$ cat src/hdl/pfms_defines.svh
/*
 Offsets, field positions, reset values and response codes for the port
 function mode select block. Assumes inclusion by its bare name.
*/
`ifndef PFMS_DEFINES_SVH
`define PFMS_DEFINES_SVH
`define PFMS_NUM_PORTS 12
`define PFMS_FSEL_HI 15
`define PFMS_FSEL_LO 12
`define PFMS_CFG_RESET 16'h0000
`define PFMS_CFG_BASE 12'h000
`define PFMS_DAC_BASE 12'h040
`define PFMS_MASK_ADDR 12'h080
`define PFMS_MODE_ADDR 12'h084
`define PFMS_DATA_ADDR 12'h088
`define PFMS_EVENT_ADDR 12'h08c
`define PFMS_DRIVE_ADDR 12'h090
`define PFMS_RESP_OKAY 2'b00
`define PFMS_RESP_SLVERR 2'b10
`endif

$ cat src/hdl/pfms_pkg.sv
/*
 Types for the port function mode select block.
 Assumes the defines header is compiled alongside.
*/
package pfms_pkg;
  typedef enum logic [3:0] {
    PFMS_MODE_HIZ = 4'h0,
    PFMS_MODE_GPI = 4'h1,
    PFMS_MODE_XLAT = 4'h2
  } pfms_mode_t;

  // Per-port pin control bundle
  typedef struct packed {
    logic drive_en;
    logic sense_en;
    logic xlat_en;
  } pfms_pinctl_t;

  typedef enum {PFMS_W_IDLE, PFMS_W_RESP} pfms_wstate_t;
endpackage

$ cat src/hdl/pfms_top.sv
/*
 Function-mode select for twelve mixed-signal ports, register access over
 AXI4-Lite, threshold compare results and input event capture.
 Assumes synchronous comparator inputs and a single 200 MHz clock.
*/
// Behaviour
// - Twelve ports, mode field bits 15:12
// - Code 0000 neither drives nor senses
// - Code 0001 compares pin against DAC threshold
// - Compare result readable in data register
// - Masked ports capture no new input events
// - Code 0010 pairs port with next port, except on ports 5 and 11
// - Translator activity seen through input path
`timescale 1ns/1ps
`include "pfms_defines.svh"
module pfms_top import pfms_pkg::*; #(
  parameter int NPORT = `PFMS_NUM_PORTS
) (
  input wire logic clock_in,
  input wire logic nrst_in,
  input wire logic [11:0] s_axi_awaddr,
  input wire logic s_axi_awvalid,
  output logic s_axi_awready,
  input wire logic [31:0] s_axi_wdata,
  input wire logic [3:0] s_axi_wstrb,
  input wire logic s_axi_wvalid,
  output logic s_axi_wready,
  output logic [1:0] s_axi_bresp,
  output logic s_axi_bvalid,
  input wire logic s_axi_bready,
  input wire logic [11:0] s_axi_araddr,
  input wire logic s_axi_arvalid,
  output logic s_axi_arready,
  output logic [31:0] s_axi_rdata,
  output logic [1:0] s_axi_rresp,
  output logic s_axi_rvalid,
  input wire logic s_axi_rready,
  input wire logic [NPORT-1:0] cmp_above_in,
  output logic [NPORT*12-1:0] threshold_out,
  output logic [NPORT-1:0] sense_en_out,
  output logic [NPORT-1:0] xlat_en_out,
  output logic [NPORT-1:0] drive_en_out
);
  logic [15:0] cfg_r [NPORT];
  logic [11:0] dac_r [NPORT];
  logic [NPORT-1:0] mask_r;
  logic [NPORT-1:0] mode_r;
  logic [NPORT-1:0] level_r;
  logic [NPORT-1:0] event_r;
  logic [NPORT-1:0] event_nxt;
  logic [NPORT-1:0] level_nxt;
  logic [NPORT-1:0] sense_en;
  logic [NPORT-1:0] xlat_en;
  logic [NPORT-1:0] drive_en;
  logic [NPORT-1:0] sense_en_r;
  logic [NPORT-1:0] xlat_en_r;
  logic [NPORT-1:0] drive_en_r;
  logic [NPORT*12-1:0] thr_r;
  pfms_pinctl_t pinctl [NPORT];

  // Write channel capture, address and data accepted in either order
  pfms_wstate_t wstate_r;
  logic aw_held_r;
  logic w_held_r;
  logic [11:0] awaddr_r;
  logic [31:0] wdata_r;
  logic [3:0] wstrb_r;
  logic aw_take;
  logic w_take;
  logic wr_fire;
  logic [11:0] wr_addr;
  logic [31:0] wr_data;
  logic [3:0] wr_strb;
  logic wr_hit;

  // Held halves wait here until their partner arrives
  assign aw_take = s_axi_awvalid && s_axi_awready;
  assign w_take = s_axi_wvalid && s_axi_wready;
  assign wr_addr = aw_take ? s_axi_awaddr : awaddr_r;
  assign wr_data = w_take ? s_axi_wdata : wdata_r;
  assign wr_strb = w_take ? s_axi_wstrb : wstrb_r;
  assign wr_fire = (wstate_r == PFMS_W_IDLE) && (aw_take || aw_held_r) && (w_take || w_held_r);

  // Write address decode
  logic [NPORT-1:0] cfg_sel;
  logic [NPORT-1:0] dac_sel;
  logic mask_sel;
  logic mode_sel;
  logic event_sel;
  logic [NPORT-1:0] ev_clr;
  assign mask_sel = wr_addr == `PFMS_MASK_ADDR;
  assign mode_sel = wr_addr == `PFMS_MODE_ADDR;
  assign event_sel = wr_addr == `PFMS_EVENT_ADDR;
  assign ev_clr = (wr_fire && event_sel && wr_strb[0]) ? wr_data[NPORT-1:0] : '0;
  logic ro_sel;
  // Read-only addresses answer OKAY and change nothing
  assign ro_sel = (wr_addr == `PFMS_DATA_ADDR) || (wr_addr == `PFMS_DRIVE_ADDR);
  assign wr_hit = (|cfg_sel) || (|dac_sel) || mask_sel || mode_sel || event_sel || ro_sel;

  // Read address decode
  logic [31:0] rd_data;
  logic rd_hit;
  logic [31:0] rd_cfg;
  logic [31:0] rd_dac;
  logic cfg_rd_hit;
  logic dac_rd_hit;
  logic [3:0] rd_idx;
  logic mask_rd_sel;
  logic mode_rd_sel;
  logic data_rd_sel;
  logic event_rd_sel;
  logic drive_rd_sel;

  // Indexed banks; an index past the last port is unmapped
  assign rd_idx = s_axi_araddr[5:2];
  assign cfg_rd_hit = (s_axi_araddr[11:6] == 6'(`PFMS_CFG_BASE >> 6)) && (rd_idx < NPORT)
                      && (s_axi_araddr[1:0] == 2'b00);
  assign dac_rd_hit = (s_axi_araddr[11:6] == 6'(`PFMS_DAC_BASE >> 6)) && (rd_idx < NPORT)
                      && (s_axi_araddr[1:0] == 2'b00);
  assign rd_cfg = cfg_rd_hit ? {16'h0000, cfg_r[rd_idx]} : 32'h0000_0000;
  assign rd_dac = dac_rd_hit ? {20'h00000, dac_r[rd_idx]} : 32'h0000_0000;
  // Single-word registers
  assign mask_rd_sel = s_axi_araddr == `PFMS_MASK_ADDR;
  assign mode_rd_sel = s_axi_araddr == `PFMS_MODE_ADDR;
  assign data_rd_sel = s_axi_araddr == `PFMS_DATA_ADDR;
  assign event_rd_sel = s_axi_araddr == `PFMS_EVENT_ADDR;
  assign drive_rd_sel = s_axi_araddr == `PFMS_DRIVE_ADDR;
  assign rd_hit = cfg_rd_hit || dac_rd_hit || mask_rd_sel || mode_rd_sel || data_rd_sel
                  || event_rd_sel || drive_rd_sel;
  // Banks and words never overlap, so an OR merges them
  assign rd_data = rd_cfg | rd_dac
                   | (mask_rd_sel ? {20'h00000, mask_r} : 32'h0000_0000)
                   | (mode_rd_sel ? {20'h00000, mode_r} : 32'h0000_0000)
                   | (data_rd_sel ? {20'h00000, level_r} : 32'h0000_0000)
                   | (event_rd_sel ? {20'h00000, event_r} : 32'h0000_0000)
                   | (drive_rd_sel ? {20'h00000, drive_en_r} : 32'h0000_0000);

  // Per-port mode decode, config and threshold storage
  // A lower port in code 0010 silences its upper neighbour outright
  genvar gi;
  generate
    for (gi = 0; gi < NPORT; gi++) begin : g_port
      logic [3:0] fsel;
      logic lower_xlat;
      logic ev_set;
      logic ev_keep;

      assign cfg_sel[gi] = wr_addr == 12'(`PFMS_CFG_BASE + gi * 4);
      assign dac_sel[gi] = wr_addr == 12'(`PFMS_DAC_BASE + gi * 4);
      assign fsel = cfg_r[gi][`PFMS_FSEL_HI:`PFMS_FSEL_LO];
      if (gi > 0) begin : g_low
        assign lower_xlat = cfg_r[gi-1][`PFMS_FSEL_HI:`PFMS_FSEL_LO] == PFMS_MODE_XLAT;
      end else begin : g_none
        assign lower_xlat = 1'b0;
      end
      // Code 0000 and unknown codes: pin idle
      assign pinctl[gi].sense_en = !lower_xlat && ((fsel == PFMS_MODE_GPI) || (fsel == PFMS_MODE_XLAT));
      // Translator needs an upper partner; ports 5 and 11 have none
      assign pinctl[gi].xlat_en = !lower_xlat && (fsel == PFMS_MODE_XLAT) && (gi % 6 != 5);
      assign pinctl[gi].drive_en = !lower_xlat && pinctl[gi].xlat_en;
      assign sense_en[gi] = pinctl[gi].sense_en;
      assign xlat_en[gi] = pinctl[gi].xlat_en;
      assign drive_en[gi] = pinctl[gi].drive_en;
      // Input event: result change on an armed, unmasked port
      assign ev_set = sense_en[gi] && mode_r[gi] && !mask_r[gi] && (cmp_above_in[gi] != level_r[gi]);
      // Set wins over a same-cycle clear
      assign ev_keep = event_r[gi] && !ev_clr[gi];
      assign event_nxt[gi] = ev_set || ev_keep;
      // Configuration and DAC registers with byte lanes
      always_ff @(posedge clock_in or negedge nrst_in) begin
        if (!nrst_in) begin
          cfg_r[gi] <= `PFMS_CFG_RESET;
          dac_r[gi] <= 12'h000;
        end else if (wr_fire) begin
          if (cfg_sel[gi]) begin
            if (wr_strb[0]) cfg_r[gi][7:0] <= wr_data[7:0];
            if (wr_strb[1]) cfg_r[gi][15:8] <= wr_data[15:8];
          end
          if (dac_sel[gi]) begin
            if (wr_strb[0]) dac_r[gi][7:0] <= wr_data[7:0];
            if (wr_strb[1]) dac_r[gi][11:8] <= wr_data[11:8];
          end
        end
      end
      assign thr_r[gi*12 +: 12] = dac_r[gi];
    end
  endgenerate

  // Unsensed ports read zero in the result register
  assign level_nxt = cmp_above_in & sense_en;

  // Mask, mode, result and event bits
  always_ff @(posedge clock_in or negedge nrst_in) begin
    if (!nrst_in) begin
      mask_r <= '0;
      mode_r <= '0;
      level_r <= '0;
      event_r <= '0;
    end else begin
      if (wr_fire && mask_sel && wr_strb[0]) mask_r <= wr_data[NPORT-1:0];
      if (wr_fire && mode_sel && wr_strb[0]) mode_r <= wr_data[NPORT-1:0];
      level_r <= level_nxt;
      event_r <= event_nxt;
    end
  end

  // Registered pin controls
  // Pins follow a mode change one edge after the config write
  always_ff @(posedge clock_in or negedge nrst_in) begin
    if (!nrst_in) begin
      sense_en_r <= '0;
      xlat_en_r <= '0;
      drive_en_r <= '0;
    end else begin
      sense_en_r <= sense_en;
      xlat_en_r <= xlat_en;
      drive_en_r <= drive_en;
    end
  end
  assign sense_en_out = sense_en_r;
  assign xlat_en_out = xlat_en_r;
  assign drive_en_out = drive_en_r;
  assign threshold_out = thr_r;

  // Write handshake
  // Readies drop once a half is taken and return after the response
  always_ff @(posedge clock_in or negedge nrst_in) begin
    if (!nrst_in) begin
      wstate_r <= PFMS_W_IDLE;
      aw_held_r <= 1'b0;
      w_held_r <= 1'b0;
      awaddr_r <= 12'h000;
      wdata_r <= 32'h0000_0000;
      wstrb_r <= 4'h0;
      s_axi_awready <= 1'b0;
      s_axi_wready <= 1'b0;
      s_axi_bvalid <= 1'b0;
      s_axi_bresp <= `PFMS_RESP_OKAY;
    end else begin
      if (aw_take) awaddr_r <= s_axi_awaddr;
      if (w_take) begin
        wdata_r <= s_axi_wdata;
        wstrb_r <= s_axi_wstrb;
      end
      case (wstate_r)
        PFMS_W_IDLE: begin
          if (wr_fire) begin
            wstate_r <= PFMS_W_RESP;
            aw_held_r <= 1'b0;
            w_held_r <= 1'b0;
            s_axi_awready <= 1'b0;
            s_axi_wready <= 1'b0;
            s_axi_bvalid <= 1'b1;
            s_axi_bresp <= wr_hit ? `PFMS_RESP_OKAY : `PFMS_RESP_SLVERR;
          end else begin
            aw_held_r <= aw_held_r || aw_take;
            w_held_r <= w_held_r || w_take;
            s_axi_awready <= !(aw_held_r || aw_take);
            s_axi_wready <= !(w_held_r || w_take);
          end
        end
        PFMS_W_RESP: begin
          if (s_axi_bready) begin
            wstate_r <= PFMS_W_IDLE;
            s_axi_bvalid <= 1'b0;
            s_axi_awready <= 1'b1;
            s_axi_wready <= 1'b1;
          end
        end
        default: wstate_r <= PFMS_W_IDLE;
      endcase
    end
  end

  // Read handshake
  // One read in flight; arready returns the cycle after rready
  always_ff @(posedge clock_in or negedge nrst_in) begin
    if (!nrst_in) begin
      s_axi_arready <= 1'b0;
      s_axi_rvalid <= 1'b0;
      s_axi_rdata <= 32'h0000_0000;
      s_axi_rresp <= `PFMS_RESP_OKAY;
    end else if (s_axi_rvalid) begin
      if (s_axi_rready) begin
        s_axi_rvalid <= 1'b0;
        s_axi_arready <= 1'b1;
      end
    end else if (s_axi_arvalid && s_axi_arready) begin
      s_axi_arready <= 1'b0;
      s_axi_rvalid <= 1'b1;
      s_axi_rdata <= rd_data;
      s_axi_rresp <= rd_hit ? `PFMS_RESP_OKAY : `PFMS_RESP_SLVERR;
    end else begin
      s_axi_arready <= 1'b1;
    end
  end
endmodule

$ cat config.mk
export PLATFORM = sky130hd
export DESIGN_NAME = pfms_top
export DESIGN_NICKNAME = d
export VERILOG_FILES = /design/src/hdl/pfms_pkg.sv /design/src/hdl/pfms_top.sv
export VERILOG_INCLUDE_DIRS = /design/src /design/src/hdl
export SDC_FILE = /design/constraint.sdc
export NUM_CORES = 1
export LEC_CHECK = 0
export BUFFER_PORTS_ARGS = -buffer_cell sky130_fd_sc_hd__buf_2
export CAP_MARGIN = 5
export CORE_ASPECT_RATIO = 1.4
export CORE_UTILIZATION = 44
export DETAILED_ROUTE_END_ITERATION = 12
export GPL_ROUTABILITY_DRIVEN = 0
export MAX_ROUTING_LAYER = met4
export PLACE_DENSITY_LB_ADDON = 0.2
export SYNTH_ARGS = -nofsm -noshare
export SYNTH_HDL_FRONTEND = slang
export SYNTH_SLANG_ARGS = --single-unit
$ cat constraint.sdc
create_clock -name clock_in -period 2.5 [get_ports clock_in]
set_input_delay 0.5 -clock clock_in [delete_from_list [all_inputs] [get_ports clock_in]]
set_output_delay 0.5 -clock clock_in [all_outputs]
set_load 0.03 [all_outputs]
**After elaboration in Yosys (flattened, before gate mapping)**

Index checks and enable logic that the tools add are counted.

- Flip-flop bits (word level): 521
- Input bits: 79
- Output and inout port bits: 221
- Logic and storage cells: 420

- Order comparisons: 2
- Eq/ne operators: 74
- Multiplexer cells: 38
- Bitwise operators: 9
- Reductions and logical operators: 228

Operator list:

| kind | number |
|---|---|
| 3-bit AND reduction | 49 |
| 12-bit by 7-bit equality test with 1-bit output, second input constant | 12 |
| 12-bit by 8-bit equality test with 1-bit output, second input constant | 10 |
| 12-bit two-way mux | 9 |
| 1-bit logical AND | 92 |
| 16-bit by 12-bit OR with 16-bit output | 5 |
| 16-bit binary-select mux with 4-bit select | 1 |
| 32-bit zero test | 2 |
| 16-bit two-way mux | 4 |
| 32-bit two-way mux | 2 |
| 32-bit one-hot mux with 2 select lines | 1 |
| 12-bit binary-select mux with 4-bit select | 1 |
| 12-bit by 5-bit equality test with 1-bit output, second input constant | 4 |
| 12-bit by 6-bit equality test with 1-bit output, second input constant | 4 |
| 4-bit by 1-bit equality test with 1-bit output, second input constant | 12 |
| 4-bit by 2-bit equality test with 1-bit output, second input constant | 12 |
| 1-bit logical OR | 38 |
| 1-bit zero test | 37 |
| 32-bit by 1-bit equality test with 1-bit output, second input constant | 1 |
| 12-bit by 4-bit equality test with 1-bit output, second input constant | 2 |
| 12-bit OR reduction | 2 |
| 16-bit by 11-bit OR with 16-bit output | 1 |
| 1-bit two-way mux | 13 |
| 12-bit bitwise AND | 1 |
| 17 further kinds | 36 |

**Depth between registers and ports, before layout**

Gate-level depths: netlist of run 1.

- Depth in word-level cells: 11
- Mapped depth: 9
- Mapped depth without buffers: 5

**Least setup slack after synthesis of run 1**

No wires, ideal clock.

- Path kind: input-to-reg
- From: input s_axi_awaddr[8]
- To: register cfg_r[168] (netlist name)
- Library setup time: 0.125 ns
- Arrival time: 2.477 ns
- Data required time: 2.375 ns
- Setup slack: -0.102 ns
- Stages on the path: 7
- Path through: or4_4 > or4b_4 > o22ai_4 > buf_6 > nor2b_1 > buf_4 > mux2_2

- Word-level cells in the longest chain between the ends: 3

Ends and longest elaborated chain:

| item | RTL line | RTL |
|---|---|---|
| start, declared | pfms_top.sv:21 | `input wire logic [11:0] s_axi_awaddr,` |
| 12-bit two-way mux | - |  |
| 12-bit by 3-bit equality test with 1-bit output | pfms_top.sv:148 | `` assign cfg_sel[gi] = wr_addr == 12'(`PFMS_CFG_BASE + gi * 4); `` |
| 3-bit AND reduction (no line) | - |  |
| end signal, assigned by index | pfms_top.sv:172 | `` cfg_r[gi] <= `PFMS_CFG_RESET; `` |
| end signal, assigned by index | pfms_top.sv:176 | `if (wr_strb[0]) cfg_r[gi][7:0] <= wr_data[7:0];` |
| end signal, assigned by index | pfms_top.sv:177 | `if (wr_strb[1]) cfg_r[gi][15:8] <= wr_data[15:8];` |
| end, declared | pfms_top.sv:44 | `logic [15:0] cfg_r [NPORT];` |

No other way between the ends.
A chain may end at the register's enable or synchronous reset.

**Worst setup path after layout of run 1**

- From: register awaddr_r[8]
- To: register cfg_r[175] (netlist name)

- Word-level cells in the longest chain between the ends: 3

Ends and longest elaborated chain:

| item | RTL line | RTL |
|---|---|---|
| start, declared | pfms_top.sv:65 | `logic [11:0] awaddr_r;` |
| start signal, assigned | pfms_top.sv:240 | `if (aw_take) awaddr_r <= s_axi_awaddr;` |
| 12-bit two-way mux | - |  |
| 12-bit by 3-bit equality test with 1-bit output | pfms_top.sv:148 |  |
| 3-bit AND reduction (no line) | - |  |

No other way between the ends.

==> results of run 1 <==
-- cells in the mapped netlist, types with 17 or more instances --
cell type  instances
buf_2             26
or2_2             23
nand4b_1          17
nor2_1            43
nand2b_1          21
nor4_1            17
clkbuf_1          79
dfrtp_1          461
a21oi_1           20
inv_1             19
mux2_2           261
mux4_2            85
nand3_1           24
o21ai_0          233
buf_4             35
mux2i_1           35
nand2_1           90
-- flip-flops by register name (all words and copies together), names as in the netlist, 16 cells and up --
| name | cells |
|---|---|
| threshold_out | 144 |
| cfg_r | 192 |
| s_axi_rdata | 16 |
| wdata_r | 16 |
-- area by class of cell --
class,count,area (um2),area share (%)
antenna,1,2.502,0.009444
clock buffer,74,1398,5.274
clock inverter,11,85.08,0.3211
inverter,19,71.32,0.2691
multi-input combinational,1100,9445,35.65
sequential,461,11540,43.54
tap,630,788.3,2.975
timing repair buffer,451,3172,11.97
-- metrics by stage --
step                      TNS, ns  std cells  power (mW)
after global routing            0       2747       20.55
after floorplan            -1.920       1737       10.78
after global placement     -78.97       2660       12.95
after detailed placement   -79.07       2660       13.03
final                           0       2747       19.76
after CTS                       0       2746       19.86
-- worst max-delay path, delay by kind of cell (launching register included) --
| family | cells | cell delay [ns] |
|---|---|---|
| compound gates | 1 | 0.13 |
| mux | 1 | 0.35 |
| simple gates | 3 | 1.06 |
| buf+inv | 2 | 0.36 |
| flops | 1 | 0.39 |
-- kinds of logic (layout without fill, tap and decap cells) --
| kind of cell | count (synthesis) | in the layout | synth area share [%] |
|---|---|---|---|
| and+or+nand+nor | 325 | 325 | 8.282 |
| muxes | 381 | 381 | 24.09 |
| AOI/OAI and AO/OA | 346 | 346 | 9.273 |
| xor gates and xnor gates | 26 | 26 | 1.054 |
| other | 1 | 23 | 0.01736 |
| buffers and inverters | 176 | 555 | 3.886 |
| DFF | 461 | 461 | 53.40 |
-- path summary, 6_finish.rpt --
path | start | to | slack, ns | cells after the start
worst max-delay path | awaddr_r[8] | cfg_r[175] | 0.10 | 7
worst min-delay path | s_axi_awaddr[0] | awaddr_r[0] | 0.14 | 3
worst max register to register | awaddr_r[8] | cfg_r[175] | 0.10 | 7
worst min register to register | s_axi_rresp[1] | s_axi_rresp[1] | 0.46 | 2
max in group asynchronous | nrst_in | mode_r[7] | 1.23 | 3
min in group asynchronous | nrst_in | cfg_r[63] | 0.49 | 2
-- what timing repair did --
| item | in CTS | in global routing |
|---|---|---|
| resized for setup | 5 | 5 |
| hold buffers | 1 | 0 |
| pin swaps | 0 | 0 |
| setup endpoints to repair | 141 | 48 |
| buffers inserted | 0 | 0 |
| endpoints found under the hold margin | 38 | 0 |
-- where the power goes --
group	leakage [nW]	internal (mW)	switching, mW
sequential	6.34	7.98	0.377
combinational	6.03	1.38	3.22
clock	0.733	3.84	2.97
total	13.1	13.2	6.57
-- metal layers --
metal  vias up  global-route usage, %  wire [um]
li1       6981                      -          -
met1      8278                  35.22      27310
met2       560                  47.61      34190
met3       135                  3.454       3389
met4         0                  10.81       2537
met5         -                      -          0
==> impl_metrics.json, run 1 <==
{
  "fin_util_pct": 54.91,
  "synth.avg_cell_area_um2": 12.59,
  "cts_buffer_depth": 3,
  "grt_max_degree": 58,
  "path_clk_slew_ns": 0.06,
  "preCtsSetupSlack_ns": -0.3451,
  "hpwl_um": 49510,
  "coreArea_um2": 48260,
  "synth_edf_count": 0,
  "setup_violations": 0,
  "dr_total_vias": 15954,
  "slowest_delay_ns": 0.59,
  "worst_slack_ns": 0.1032,
  "rsz0062_at_grt": "false",
  "tightest_slew_ns": 0.9900,
  "netlist_area_um2": 21600,
  "synth_cells": 1716,
  "rows": 95,
  "cts_tree": "built",
  "cts-root-buf": "clkbuf_16",
  "io_buffers": 259,
  "start_util_pct": 44.77,
  "p_leak_nw": 13.09,
  "required_ns": 2.96,
  "antenna_found_initial": 2,
  "crit_slowest_cell": "or4_4",
  "critPathMaxFanout": 12,
  "min_period_over_period_pct": 95.87,
  "cap_violations": 0,
  "final_area_um2": 26500,
  "arrival_ns": 2.86,
  "layout_common_cells": "dfrtp_1 (461), buf_2 (256), mux2_2 (241), o21ai_0 (231), buf_4 (159)",
  "ys_async_sr_fraction_pct": 100.0,
  "drive_gt1_share_pct": 43.43,
  "max_slew_margin_pct": 33.39,
  "dr.first_iter.drc_count": 1079,
  "final_common_cell": "dfrtp_1",
  "finalClockSkew_ns": 0.02584,
  "grt.total_usage_pct": 28.43,
  "timing.final.crit_period_ns": 2.397,
  "drc": 0,
  "synth_ff_type": "dfrtp_1",
  "syn_to_final_growth_pct": 22.66,
  "placed_area_um2": 24970,
  "cts_max_level": 2,
  "end_kind": "flop",
  "fp.dieW_um": 189.3,
  "peakVddDrop_uv": 516.8,
  "ys_ff_latch": 461,
  "insertion_delay_ns": 0.58,
  "start_kind": "flop",
  "synth_top_area_share_pct": 53.40,
  "grt_pass1_vias": 16655,
  "drt_wl_total_um": 67430,
  "worstSetupPathType": "flop to flop",
  "cts.sinks": 461,
  "slew_violations": 0,
  "die_area_um2": 50000,
  "grt_pass1_wl_um": 103200,
  "power_density_nw_per_um2": 745.8,
  "fmax_ghz": 0.4172,
  "whs_ns": 0.1414,
  "final_nets": 2158,
  "n_fill_cell": 4161,
  "cts_inserted_buffers": 46,
  "hold_path.class": "input pin to flop",
  "num_io_pins": 300,
  "die_y_um": 264.2,
  "yosysWarnings": 0,
  "ys_seq_area_share_pct": 53.40,
  "synth_area_leaders": "dfrtp_1 (53%), mux2_2 (14%), mux4_2 (8.9%), o21ai_0 (5.4%), mux2i_1 (1.6%)",
  "synth_cell_types": 69,
  "antenna_left": 0,
  "viasPerCell": 5.808,
  "dr.pass1.iters": 5,
  "hold_viol_final": 0,
  "overflow": 0,
  "cp_cell_sequence": "or4_4 -> or2_2 -> o22ai_4 -> buf_12 -> nor2b_1 -> buf_4 -> mux2_2",
  "status": "complete, no violations",
  "avgRoutedWirePerCell_um": 24.55,
  "yosysTopAreaCell": "dfrtp_1"
}
(Power assumes the default switching activity.)
==> inputs of run 2 (changes only) <==
- clock period: 2.5 -> 3.06 ns (I/O delays scaled with it)
==> run 2 against run 1 <==
  * Power shrank 19%
  * Sequential cell count stayed put
  * Setup slack improved by 0.21 ns
  * Routed wire length shrank 1.6%
  * Critical endpoint is now cfg_r[10]
  * Non-clock buffer count down 84
  * First-iteration DRC count rose by 10%
  * Fmax down 13%
  * Core utilization decreased by 1.9 points
==> impl_metrics.json, run 2 (synthesis results as in run 1) <==
{
  "status": "complete, no violations",
  "fmax_ghz": 0.3636,
  "start_kind": "flop",
  "antenna_found_initial": 1,
  "required_ns": 3.52,
  "layout_common_cells": "dfrtp_1 (461), mux2_2 (261), buf_2 (257), o21ai_0 (233), buf_4 (93)",
  "regMostFlops": "cfg_r",
  "final_cells": 2662,
  "cts_tree": "built",
  "path_buf_inv": 2,
  "avgRoutedWirePerCell_um": 24.93,
  "final_common_cell": "dfrtp_1",
  "cts_inserted_buffers": 47,
  "end_kind": "flop",
  "tightest_slew_ns": 0.9602,
  "fp.dieW_um": 189.3,
  "grt_pass1_vias": 15920,
  "overflow": 0,
  "finalClockSkew_ns": 0.01727,
  "power_frac_comb_pct": 21.6,
  "setup_violations": 0,
  "coreArea_um2": 48260,
  "antennaDiodeCount": 0,
  "die_area_um2": 50000,
  "drc": 0,
  "viasPerCell": 5.866,
  "dr_total_vias": 15615,
  "switching_power_mw": 5.281,
  "power_density_nw_per_um2": 626.4,
  "drt_wl_total_um": 66370,
  "grt.total_usage_pct": 27.89,
  "rows": 95,
  "syn_to_final_growth_pct": 18.30,
  "timing.final.crit_period_ns": 2.750,
  "cts_max_level": 2,
  "drive_gt1_share_pct": 40.85,
  "io_buffers": 259,
  "cap_violations": 0,
  "num_io_pins": 300,
  "n_fill_cell": 4253,
  "post-cts-setup-buffers": 0,
  "grt_pass1_wl_um": 101200,
  "hpwl_um": 47940,
  "cts_hold_buf": 0,
  "largest_reg_flops": 192,
  "crit_top_cell": "buf_4",
  "dr.first_iter.drc_count": 1188,
  "worstSetupPathType": "flop to flop",
  "cts.sinks": 461,
  "cp_cell_sequence": "buf_4 -> and2_0 -> buf_4 -> o21ai_0 -> and4_1 -> o21ai_1 -> mux2_2",
  "max_slew_margin_pct": 35.39,
  "antenna_left": 0,
  "preCtsSetupSlack_ns": -0.3850,
  "whs_ns": 0.005329,
  "crit_slowest_cell": "o21ai_1",
  "cts-root-buf": "clkbuf_16",
  "p_int_mw": 10.73,
  "die_y_um": 264.2,
  "hold_viol_final": 0,
  "start_util_pct": 44.77,
  "min_period_over_period_pct": 89.88,
  "worst_slack_ns": 0.3095,
  "dr.pass1.iters": 5,
  "arrival_ns": 3.21,
  "insertion_delay_ns": 0.58,
  "slowest_delay_ns": 0.50,
  "slew_violations": 0,
  "critical_path.top_delay_family": "compound AO/OA/AOI/OAI gates",
  "grt_max_degree": 77,
  "rsz0062_at_grt": "false",
  "peakVddDrop_uv": 525.0,
  "p_leak_nw": 12.60,
  "cts_resized": 0,
  "path_clk_slew_ns": 0.06,
  "critPathMaxFanout": 17,
  "final_nets": 2075,
  "placed_cells_incl_taps": 2576,
  "pwr-share-clk_pct": 35.7,
  "cts_buffer_depth": 3,
  "sw_frac_of_total_pct": 32.99,
  "seqPwrFrac_pct": 42.6,
  "hold_path.class": "input pin to asynchronous set/reset pin",
  "finalPower_mw": 16.01
}
-- run 2: layout make-up --
type	instances	area, um2	share of cell area (%)
clock buffers	73	1416	5.542
clock inverters	12	101.3	0.3966
inverters	19	71.32	0.2791
multi-input cells	1100	9333	36.52
flip-flops and latches	461	11540	45.14
well taps	630	788.3	3.084
repair buffers	367	2311	9.042
-- run 2: worst paths after layout --
| check | start | endpoint | slack, ns | cells after the start |
|---|---|---|---|---|
| setup / recovery | s_axi_awready | cfg_r[10] | 0.31 | 7 |
| hold / removal | nrst_in | s_axi_bresp[1] | 0.005 | 1 |
| setup reg to reg | s_axi_awready | cfg_r[10] | 0.31 | 7 |
| hold reg to reg | s_axi_rdata[13] | s_axi_rdata[13] | 0.47 | 2 |
| max in group asynchronous | nrst_in | threshold_out[41] | 2.09 | 2 |
| min in group clock_in | s_axi_awaddr[1] | awaddr_r[1] | 0.24 | 3 |
-- run 2: power groups by stage --
stage                     clock, mW  sequential [mW]  combinational, mW
final                          5.72             6.82               3.47
after global routing           6.06             6.87               3.71
after CTS                      5.83             6.82               3.48
after detailed placement          0             6.93               3.46
after global placement            0             6.91               3.41
after floorplan                   0             7.15               1.64
-- run 2: routing by layer --
metal | GRT usage (%) | part of all wire [%] | up-vias
met5 | - | 0 | -
met4 | 9.525 | 3.4 | 0
met3 | 4.039 | 5.6 | 119
met2 | 46.72 | 51 | 615
met1 | 34.50 | 40 | 8078
li1 | - | - | 6803
-- run 2: metrics by stage --
stage                     instance area [um2]  TNS, ns  utilization (%)
after floorplan                         21680        0                -
after global placement                  24030   -37.79            49.80
after detailed placement                24030   -36.30            49.80
after CTS                               25550        0            52.95
after global routing                    25560        0            52.96
final                                   25560        0            52.96
